## src/include/session_pkg.sv

```systemverilog
// Session register bank constants, field layouts and carrier structs.
// Assumes a single 25 MHz clock domain; shared by the design and its bench.
package session_pkg;

  // Register indices on the session register port
  localparam logic [2:0] IDX_CONTROL     = 3'h0;
  localparam logic [2:0] IDX_LAST_BLOCK  = 3'h1;
  localparam logic [2:0] IDX_MIRROR_BLK  = 3'h2;
  localparam logic [2:0] IDX_WDT_LOW     = 3'h3;
  localparam logic [2:0] IDX_WDT_HIGH    = 3'h4;
  localparam logic [2:0] IDX_AUTH_STRETCH = 3'h5;
  localparam logic [2:0] IDX_STATUS      = 3'h6;

  // Control byte fields
  localparam int CTL_SILENCE_BIT = 7;
  localparam int CTL_PTHRU_BIT   = 6;
  localparam int CTL_FDOFF_LSB   = 4;
  localparam int CTL_FDON_LSB    = 2;
  localparam int CTL_MIRROR_BIT  = 1;
  localparam int CTL_DIR_BIT     = 0;

  // Status byte fields
  localparam int ST_MSG_DONE   = 7;
  localparam int ST_HOST_LOCK  = 6;
  localparam int ST_CL_LOCK    = 5;
  localparam int ST_HOST_READY = 4;
  localparam int ST_CL_READY   = 3;
  localparam int ST_WR_ERR     = 2;
  localparam int ST_WR_BUSY    = 1;
  localparam int ST_FIELD      = 0;

  // Auth/stretch byte fields
  localparam int AS_EXHAUSTED  = 1;
  localparam int AS_STRETCH    = 0;

  // Reset values (session copies load from configuration at power-up)
  localparam logic [7:0] RST_CONTROL    = 8'h01;
  localparam logic [7:0] RST_LAST_BLOCK = 8'h00;
  localparam logic [7:0] RST_MIRROR_BLK = 8'hf8;
  localparam logic [7:0] RST_WDT_LOW    = 8'h48;
  localparam logic [7:0] RST_WDT_HIGH   = 8'h08;
  localparam logic [7:0] ZERO_BYTE      = 8'h00;

  // Field-detect assert and release selections
  localparam logic [1:0] FD_SEL_FIELD  = 2'h0;
  localparam logic [1:0] FD_SEL_SOC    = 2'h1;
  localparam logic [1:0] FD_SEL_MSG    = 2'h2;
  localparam logic [1:0] FD_SEL_PTHRU  = 2'h3;

  // Host-side register access request
  typedef struct packed {
    logic       rd;
    logic       wr;
    logic [2:0] idx;
    logic [7:0] wdata;
  } host_req_s;

  // Contactless-side events, one-cycle pulses except field
  typedef struct packed {
    logic field;
    logic valid_cmd;
    logic selected;
    logic halted;
    logic last_block_read;
    logic sram_written;
    logic sram_read_done;
    logic rd;
    logic wr;
    logic [2:0] idx;
  } cl_evt_s;

  // Memory-core status levels and pulses
  typedef struct packed {
    logic auth_exhausted;
    logic hv_error;
    logic wr_busy;
    logic host_ready;
    logic cl_ready;
    logic cl_lock;
    logic host_on;
    logic cl_on;
    logic vcc_present;
    logic wdt_expired;
    logic host_comm_active;
  } core_st_s;

endpackage : session_pkg

```

## src/rtl/session_status_field_detect.sv

```systemverilog
// Session register bank with status byte and open-drain field-detect pin.
// Assumes host and contactless ports are already decoded into the ref_clk
// domain; field, vcc and the host_on/cl_on core levels arrive asynchronously and are synced.
`timescale 1ns/1ps
`default_nettype none

module session_status_field_detect
  import session_pkg::*;
(
  input  wire logic       ref_clk,
  input  wire logic       rst,
  input  wire logic       clk_en,
  input  wire host_req_s  host_req,
  output logic      [7:0] host_rdata,
  input  wire cl_evt_s    cl_evt,
  output logic      [7:0] cl_rdata,
  input  wire core_st_s   core_st,
  input  wire logic       cfg_stretch,
  output logic     [15:0] wdt_active,
  output logic      [7:0] last_block,
  output logic      [7:0] mirror_block,
  output logic            fd_out,
  output logic            fd_oe_n
);

  // Two-flop synchronisers for asynchronous levels
  // Only the second flop is read by logic, so a metastable first stage never escapes
  // clk_en freezes these too, so a frozen block sees no level change at all
  logic [3:0] async_in;
  logic [3:0] sync1_r;
  logic [3:0] sync2_r;
  assign async_in = {cl_evt.field, core_st.vcc_present, core_st.host_on, core_st.cl_on};

  generate
    for (genvar g = 0; g < 4; g++)
    begin : g_sync
      always_ff @(posedge ref_clk or posedge rst)
      begin
        if (rst)
        begin
          sync1_r[g] <= 1'b0;
          sync2_r[g] <= 1'b0;
        end
        else if (clk_en)
        begin
          sync1_r[g] <= async_in[g];
          sync2_r[g] <= sync1_r[g];
        end
      end
    end
  endgenerate

  logic field_s;
  logic vcc_s;
  logic host_on_s;
  logic cl_on_s;
  assign field_s   = sync2_r[3];
  assign vcc_s     = sync2_r[2];
  assign host_on_s = sync2_r[1];
  assign cl_on_s   = sync2_r[0];

  logic [7:0]  control_r;
  logic [7:0]  last_block_r;
  logic [7:0]  mirror_r;
  logic [7:0]  wdt_low_r;
  logic [7:0]  wdt_high_r;
  logic [15:0] wdt_active_r;
  logic        msg_done_r;
  logic        host_lock_r;
  logic        wr_err_r;
  logic        fd_low_r;
  logic        field_d_r;
  logic        msg_done_rd_r;

  // Host accesses; the contactless port has no write path at all
  logic host_wr;
  logic host_rd;
  logic status_rd;
  assign host_wr   = host_req.wr;
  assign host_rd   = host_req.rd;
  assign status_rd = host_rd && (host_req.idx == IDX_STATUS);

  // Control byte with automatic clearing of the two enables
  // The clears repeat every cycle the condition lasts, so a host write cannot re-arm them
  always_ff @(posedge ref_clk or posedge rst)
  begin
    if (rst)
      control_r <= RST_CONTROL;
    else if (clk_en)
    begin
      if (host_wr && host_req.idx == IDX_CONTROL)
        control_r <= host_req.wdata;
      // Hardware clear wins over a same-cycle host write
      if (!host_on_s || !cl_on_s)
        control_r[CTL_PTHRU_BIT] <= 1'b0;
      if (!vcc_s)
        control_r[CTL_MIRROR_BIT] <= 1'b0;
    end
  end

  // Block address bytes
  always_ff @(posedge ref_clk or posedge rst)
  begin
    if (rst)
    begin
      last_block_r <= RST_LAST_BLOCK;
      mirror_r     <= RST_MIRROR_BLK;
    end
    else if (clk_en && host_wr)
    begin
      if (host_req.idx == IDX_LAST_BLOCK)
        last_block_r <= host_req.wdata;
      else if (host_req.idx == IDX_MIRROR_BLK)
        mirror_r <= host_req.wdata;
    end
  end

  // Watchdog bytes: the low byte is only staged until the high byte lands
  // The timer never sees a half-updated pair, at the cost of one extra host write
  always_ff @(posedge ref_clk or posedge rst)
  begin
    if (rst)
    begin
      wdt_low_r    <= RST_WDT_LOW;
      wdt_high_r   <= RST_WDT_HIGH;
      wdt_active_r <= {RST_WDT_HIGH, RST_WDT_LOW};
    end
    else if (clk_en && host_wr)
    begin
      if (host_req.idx == IDX_WDT_LOW)
        wdt_low_r <= host_req.wdata;
      else if (host_req.idx == IDX_WDT_HIGH)
      begin
        wdt_high_r   <= host_req.wdata;
        wdt_active_r <= {host_req.wdata, wdt_low_r};
      end
    end
  end

  // Message-read-done: set by the last block read, cleared by a status read
  // A last-block read in the same cycle as a status read keeps the bit, so it is not lost
  always_ff @(posedge ref_clk or posedge rst)
  begin
    if (rst)
      msg_done_r <= 1'b0;
    else if (clk_en)
    begin
      if (cl_evt.last_block_read)
        msg_done_r <= 1'b1;
      else if (status_rd)
        msg_done_r <= 1'b0;
    end
  end

  // Host lock: host writes it, watchdog expiry clears it once traffic ends
  // An expiry pulse seen while the host is still talking is dropped; the core must resend it
  always_ff @(posedge ref_clk or posedge rst)
  begin
    if (rst)
      host_lock_r <= 1'b0;
    else if (clk_en)
    begin
      if (host_wr && host_req.idx == IDX_STATUS)
        host_lock_r <= host_req.wdata[ST_HOST_LOCK];
      else if (core_st.wdt_expired && !core_st.host_comm_active)
        host_lock_r <= 1'b0;
    end
  end

  // Write-error flag is sticky; a new error beats a same-cycle clear
  always_ff @(posedge ref_clk or posedge rst)
  begin
    if (rst)
      wr_err_r <= 1'b0;
    else if (clk_en)
    begin
      if (core_st.hv_error)
        wr_err_r <= 1'b1;
      else if (host_wr && host_req.idx == IDX_STATUS && !host_req.wdata[ST_WR_ERR])
        wr_err_r <= 1'b0;
    end
  end

  // Status and auth bytes assembled from live state
  // Rebuilt every cycle, so read-only bits cannot be written by either side
  logic [7:0] status_byte;
  logic [7:0] auth_byte;
  always_comb
  begin
    status_byte               = ZERO_BYTE;
    status_byte[ST_MSG_DONE]  = msg_done_r;
    status_byte[ST_HOST_LOCK] = host_lock_r;
    status_byte[ST_CL_LOCK]   = core_st.cl_lock;
    status_byte[ST_HOST_READY] = core_st.host_ready;
    status_byte[ST_CL_READY]  = core_st.cl_ready;
    status_byte[ST_WR_ERR]    = wr_err_r;
    status_byte[ST_WR_BUSY]   = core_st.wr_busy;
    status_byte[ST_FIELD]     = field_s;
    auth_byte                 = ZERO_BYTE;
    auth_byte[AS_EXHAUSTED]   = core_st.auth_exhausted;
    auth_byte[AS_STRETCH]     = cfg_stretch;
  end

  // Shared read mux for both ports
  // Unused indices read as zero rather than aliasing a real register
  function automatic logic [7:0] read_mux(input logic [2:0] idx,
                                          input logic [7:0] st,
                                          input logic [7:0] au);
    logic [7:0] v;
    v = ZERO_BYTE;
    if (idx == IDX_CONTROL)
      v = control_r;
    else if (idx == IDX_LAST_BLOCK)
      v = last_block_r;
    else if (idx == IDX_MIRROR_BLK)
      v = mirror_r;
    else if (idx == IDX_WDT_LOW)
      v = wdt_low_r;
    else if (idx == IDX_WDT_HIGH)
      v = wdt_high_r;
    else if (idx == IDX_AUTH_STRETCH)
      v = au;
    else if (idx == IDX_STATUS)
      v = st;
    return v;
  endfunction : read_mux

  // Registered read data, one cycle after the read strobe
  // Separate registers so a contactless read never disturbs host read data
  always_ff @(posedge ref_clk or posedge rst)
  begin
    if (rst)
    begin
      host_rdata <= ZERO_BYTE;
      cl_rdata   <= ZERO_BYTE;
    end
    else if (clk_en)
    begin
      if (host_rd)
        host_rdata <= read_mux(host_req.idx, status_byte, auth_byte);
      if (cl_evt.rd)
        cl_rdata <= read_mux(cl_evt.idx, status_byte, auth_byte);
    end
  end

  // Field-detect engine; driven by contactless events, field power, host status reads and core ready levels
  // Field rise comes from the synchronised level, so it lags the pin by two cycles
  // Every release term includes field loss: without a field the pin has no power
  logic [1:0] fd_assert_select_sel;
  logic [1:0] fd_release_select_sel;
  logic       field_rise;
  logic       pthru;
  logic       assert_ev;
  logic       release_ev;
  assign fd_assert_select_sel  = control_r[CTL_FDON_LSB +: 2];
  assign fd_release_select_sel = control_r[CTL_FDOFF_LSB +: 2];
  assign field_rise = field_s && !field_d_r;
  assign pthru      = control_r[CTL_PTHRU_BIT];

  always_comb
  begin
    assign_default:
    begin
      assert_ev  = 1'b0;
      release_ev = 1'b0;
    end
    case (fd_assert_select_sel)
      FD_SEL_FIELD: assert_ev = field_rise || (msg_done_rd_r && field_s);
      FD_SEL_SOC:   assert_ev = cl_evt.valid_cmd;
      FD_SEL_MSG:   assert_ev = cl_evt.selected;
      default:      assert_ev = pthru ? (cl_evt.sram_written || cl_evt.sram_read_done)
                                      : cl_evt.selected;
    endcase
    case (fd_release_select_sel)
      FD_SEL_FIELD: release_ev = !field_s;
      FD_SEL_SOC:   release_ev = !field_s || cl_evt.halted;
      FD_SEL_MSG:   release_ev = !field_s || cl_evt.last_block_read;
      default:      release_ev = !field_s || (pthru ? (core_st.host_ready == 1'b0 && core_st.cl_ready == 1'b0)
                                                     : cl_evt.halted);
    endcase
  end

  // With the FD_SEL_FIELD assert select, a host read of a set message-done bit re-arms the low level
  always_ff @(posedge ref_clk or posedge rst)
  begin
    if (rst)
    begin
      field_d_r     <= 1'b0;
      msg_done_rd_r <= 1'b0;
    end
    else if (clk_en)
    begin
      field_d_r     <= field_s;
      msg_done_rd_r <= status_rd && msg_done_r;
    end
  end

  // Pin state; assertion wins over release in the same cycle
  // Priority to assertion means a pass-through event is never lost to a stale release
  // Reset leaves the pin released, matching the external pull-up's idle level
  always_ff @(posedge ref_clk or posedge rst)
  begin
    if (rst)
      fd_low_r <= 1'b0;
    else if (clk_en)
    begin
      if (assert_ev)
        fd_low_r <= 1'b1;
      else if (release_ev)
        fd_low_r <= 1'b0;
    end
  end

  // Open drain: output is always zero, only the enable moves
  assign fd_out  = 1'b0;
  assign fd_oe_n = !fd_low_r;

  assign wdt_active   = wdt_active_r;
  assign last_block   = last_block_r;
  assign mirror_block = mirror_r;

endmodule : session_status_field_detect

`default_nettype wire

```

## config.mk

```make
export PLATFORM = sky130hd
export DESIGN_NAME = session_status_field_detect
export DESIGN_NICKNAME = d
export VERILOG_FILES = /design/src/include/session_pkg.sv /design/src/rtl/session_status_field_detect.sv
export SDC_FILE = /design/constraint.sdc
export NUM_CORES = 1
export LEC_CHECK = 0
export CAP_MARGIN = 20
export CORE_MARGIN = 1
export CORE_UTILIZATION = 30
export DETAILED_ROUTE_END_ITERATION = 7
export DONT_BUFFER_PORTS = 1
export PLACE_DENSITY_LB_ADDON = 0.05
export SKIP_LAST_GASP = 1
export SLEW_MARGIN = 5
export SYNTH_ARGS = -nofsm -noshare
export SYNTH_HDL_FRONTEND = slang
export SYNTH_SLANG_ARGS = --single-unit
export TNS_END_PERCENT = 5
```

## constraint.sdc

```tcl
create_clock -name ref_clk -period 5.7 [get_ports ref_clk]
set_input_delay 1.14 -clock ref_clk [delete_from_list [all_inputs] [get_ports ref_clk]]
set_output_delay 1.14 -clock ref_clk [all_outputs]
set_load 0.01 [all_outputs]
```

; Word level (Yosys, flattened, before mapping)
; Cells that the tools add are included.
[totals]
out_inout_bits = 50
in_bits = 40
elab_cells = 119
regBits = 86
[op_classes]
n_mux = 29
reduce_logical = 45
n_eq_ne = 17
n_bitwise = 4
[ops]
columns = op, count
row1 = $mux 8, 14
row2 = $reduce_and 2->1, 11
row3 = $eq 3x3->1 const B, 6
row4 = $eq 3x2->1 const B, 4
row5 = $mux 1, 12
row6 = $logic_and 1x1->1, 10
row7 = $reduce_bool 2->1, 5
row8 = $logic_not 1->1, 7
row9 = $mux 7, 1
row10 = $eq 3x1->1 const B, 2
row11 = $logic_not 3->1, 2
row12 = $logic_or 1x1->1, 6
row13 = $pmux 1 s3, 2
row14 = $reduce_and 3->1, 2
row15 = $eq 2x1->1 const B, 2
row16 = $eq 2x2->1 const B, 2
row17 = $logic_not 2->1, 2
row18 = $not 1->1, 4
row19 = $ne 2x1->1 const B, 1

; Logic depth before layout (Yosys ltp)
[depth]
ltp_word = 8
mapped_depth = 6
ltp_nobuf = 6

; Worst setup path after synthesis
; Ideal clock, no wire load.
[synth_timing]
path_type = input-to-reg
start = in host_req[10] (netlist bit)
end = reg wdt_high_r[7]
path_buffers = 2
setup_ns = 0.125
t_required_ns = 5.575
path_slack_ns = 3.294
t_arrival_ns = 2.282
cell_stages = 5
path_cell_list = buf_6 inv_2 nor4_4 buf_6 mux2_2
[synth_between]
elab_chain_len = 3
word_cells_on_any_way = 4
cone_classes = 2 x eq/ne / 1 x bitwise / 1 x reduce/logical
[synth_lines]
columns = item, line_no
row1 = start: declaration, session_status_field_detect.sv:13  ; input wire host_req_s host_req,
row2 = $eq 3x2->1, session_status_field_detect.sv:130  ; if (host_req.idx == IDX_WDT_LOW)
row3 = $not 1->1 (no line), --
row4 = $reduce_and 3->1 (no line) *, --
row5 = end signal: assignment, session_status_field_detect.sv:134  ; wdt_high_r <= host_req.wdata;
row6 = end: declaration, session_status_field_detect.sv:66  ; logic [7:0] wdt_high_r;
; Mark *: on every way between the ends. The rest lies on a longest branch, timed or not.
; A chain may end at the register's enable or synchronous reset.

; Final worst setup path
[layout_timing]
start = in host_req[10] (netlist bit)
end = reg wdt_active_r[1] (netlist: wdt_active[1])
[layout_between]
elab_chain_len = 3
word_cells_on_any_way = 4
cone_classes = 2 x eq/ne / 1 x bitwise / 1 x reduce/logical
[layout_lines]
columns = item, line_no
row1 = $eq 3x2->1, session_status_field_detect.sv:130
row2 = $not 1->1 (no line), --
row3 = $reduce_and 3->1 (no line) *, --
row4 = end signal: assignment, session_status_field_detect.sv:126  ; wdt_active_r <= {RST_WDT_HIGH, RST_WDT_LOW};
row5 = end signal: assignment, session_status_field_detect.sv:135  ; wdt_active_r <= {host_req.wdata, wdt_low_r};
row6 = end: declaration, session_status_field_detect.sv:67  ; logic [15:0] wdt_active_r;
; Marked as above.

==> metrics.md <==
| Metric | Value |
|---|---|
| Status | finished clean |
| CP max-delay cell | nor4_4 |
| Gr usage total | 18.57% |
| CP arrival | 2.71 ns |
| Worst Setup Start Kind | primary input |
| Layout area overhead | 10.69% |
| First-pass GRT wire length | 17720 um |
| Yosys reg bits | 78 |
| Clock-pin slew on the worst setup and hold paths | 0.06 ns |
| Root buf cell | clkbuf_16 |
| Antenna violations before repair | 0 |
| Unrepaired setup endpoints after global routing | false |
| 1st-pass router iterations | 4 |
| DRT Wirelength | 11710 um |
| # DRC | 0 |
| Dominant cells by area after synthesis | dfrtp_1, mux2_2, dfstp_2 |
| Avg Inst Size Synth | 11.95 um^2 |
| Final hold violations | 0 |
| Yosys top cell by area | dfrtp_1 |
| Endpoints failing setup | 0 |
| Worst setup EP type | register |
| Sequence of cells on the critical path | inv_2 > nor4_4 > buf_4 > mux2_2 |
| Synthesized area | 3966 um^2 |
| WL/cell | 23.38 um |
| Worst Tran Pin Value | 1.089 ns |
| Final #Nets | 367 |
| CP peak stage delay | 0.78 ns |
| Cells after Synth | 332 |
| Number of global-route vias before repair | 2751 |
| Ys flop type | dfrtp_1 |
| CTS buffer count | 9 |
| Final worst clock skew | 0.005786 ns |
| PortBufs | 0 |
| CTS tree | built |
| Die Y | 117.0 um |
| CP bufs+invs | 2 |
| Setup tns final | 0 ns |
| Via/cell ratio | 5.279 |
| Most common cell in the netlist | dfrtp_1 |
| Register area share after synthesis | 49.56% |
| Starting density of the core | 31.05% |
| Crit path required time | 5.93 ns |
| Vias | 2645 |
| Top cell type's share of synthesized area | 42.27% |
| Final HPWL DP | 8331 um |
| Setup bufs post-CTS | 0 |
| Post-route minimum period | 2.477 ns |
| Commonest cells in the netlist | dfrtp_1, mux2_2, nand2_1 |
| Detail Route Antenna Nets | 0 |
| Post-synth cell types | 52 |
| VDD IR max | 0.1223 mV |
| Iteration-0 DRC count of the detailed router | 183 |
| I/O pins | 90 |
| Cts hold-fix bufs | 0 |
| Core area | 12770 um^2 |
| CP max FO | 11 |
| Largest net degree at the start of global routing | 42 |
| Share of layout cells above drive strength 1 | 29.79% |
| Max_cap viols | 0 |
| Die ar. | 13680 um^2 |
| Synth warn | 0 |
| Util after Layout | 34.37% |
| Row count | 41 |
| Clock H-tree levels | 3 |
| Final RePlAce weighted congestion | 0.7238 |
| Worst hold path type | reg -> reg |
| Power Density | 386.4 nW/um^2 |
| Resized Gates After CTS | 0 |
| Total global routing overflow | 0 |
| Clock latency on the worst-skew pair | 0.35 ns |
| Top delay family on crit path | simple AND/OR/NAND/NOR gates |
| Static Leakage | 1.810 nW |
| WS Path Type | in -> reg |
| Clk buf depth | 2 |
| EDFF count, synth | 0 |
| Max Clk Rate | 403.7 MHz |
| Crit share post-route | 43.46% |
| Post-Syn Nets | 375 |
| N_diodes | 0 |
| Max transition margin | 27.23% |
| Min Hold Slack | 0.4852 ns |
| DIE WIDTH | 117.0 um |
| Slew Viols, Final | 0 |
| Clock Sinks | 78 |
| Post-synth ARST share | 100.0% |
## cell usage in the layout (no fill, tap or decap), types with 2 or more instances in the layout
cell type	n
nor2b_1	4
clkinv_2	3
bufinv_16	2
nand4_1	2
mux2i_1	20
nand2_1	24
dfrtp_1	67
a222oi_1	2
o22ai_1	14
mux4_2	3
clkbuf_16	9
a221oi_1	7
nor2_1	12
a21oi_1	5
buf_4	2
ha_1	3
clkbuf_1	2
inv_1	12
nand2b_1	4
o2bb2ai_1	4
o211ai_1	3
mux2_2	57
o31ai_1	6
dfstp_2	11
nand3b_1	2
o21ai_0	17
a211oi_1	6
## through the flow
stage | power (mW) | cells | instance area (um^2) | setup WS, ns
after floorplan | 1.011 | 332 | 3966 | 2.583
after CTS | 1.721 | 501 | 4390 | 3.270
after detailed placement | 1.086 | 485 | 4074 | 2.905
after global placement | 1.080 | 485 | 4074 | 2.914
after global routing | 1.791 | 501 | 4390 | 3.129
final | 1.697 | 501 | 4390 | 3.223
## metal layers
metal / wire, um / track usage, %
met1: 5543 / 25.63
met2: 5119 / 26.82
met3: 845 / 5.767
met4: 202 / 7.848
met5: 0 / 0
## where the power goes
part           internal, mW  switching, mW  total, mW
registers             0.679          0.154      0.833
logic                 0.135          0.104      0.240
clock network         0.394          0.229      0.624
total                  1.21          0.488       1.70
## final timing paths
check	startpoint	to	slack, ns	cells past startpoint
min in group asynchronous	rst	wdt_low_r[2]	0.76	1
setup / recovery	host_req[10]	wdt_active[1]	3.22	4
hold / removal	sync1_r[3]	field_s	0.49	2
setup reg to reg	control_r[4]	fd_low_r	4.20	5
hold reg to reg	sync1_r[3]	field_s	0.49	2
max in group asynchronous	rst	control_r[5]	3.95	2
## registers in the layout (all words and copies together) (netlist names)
| register | count |
|---|---|
| cl_rdata | 8 |
| control_r | 8 |
| host_rdata | 8 |
| last_block | 8 |
| mirror_block | 8 |
| wdt_active | 8 |
| wdt_high_r | 8 |
| wdt_low_r | 8 |
| sync1_r | 4 |
| cl_on_s | 1 |
| fd_low_r | 1 |
| field_d_r | 1 |
| field_s | 1 |
| host_lock_r | 1 |
| host_on_s | 1 |
| msg_done_r | 1 |
| msg_done_rd_r | 1 |
| vcc_s | 1 |
| wr_err_r | 1 |
## layout make-up
type | count | area, um^2
sequential | 78 | 1966
multi-input combinational | 219 | 1824
clock buffer | 12 | 246.5
tap | 172 | 215.2
inverter | 14 | 53.80
timing repair buffer | 2 | 15.01
clock inverter | 4 | 70.07
fill | 1286 | 8383
## cell families (layout without fill, tap and decap cells)
| kind of cell | after synthesis | after routing | synth area share [%] |
|---|---|---|---|
| muxes | 81 | 81 | 23.22 |
| DFF | 78 | 78 | 49.56 |
| AOI/OAI and AO/OA | 74 | 74 | 13.09 |
| and+or+nand+nor | 60 | 60 | 8.644 |
| buffers and inverters | 35 | 32 | 4.448 |
| adders and majority gates | 3 | 3 | 0.9465 |
| other | 1 | 1 | 0.09455 |
## tightest hold or removal path, delay by kind of cell (launching register included)
kind	cells	cell delay [ns]
flops	1	0.34
simple gates	1	0.05
compound gates	1	0.06
Note: power is estimated with default switching activity, not from simulation.
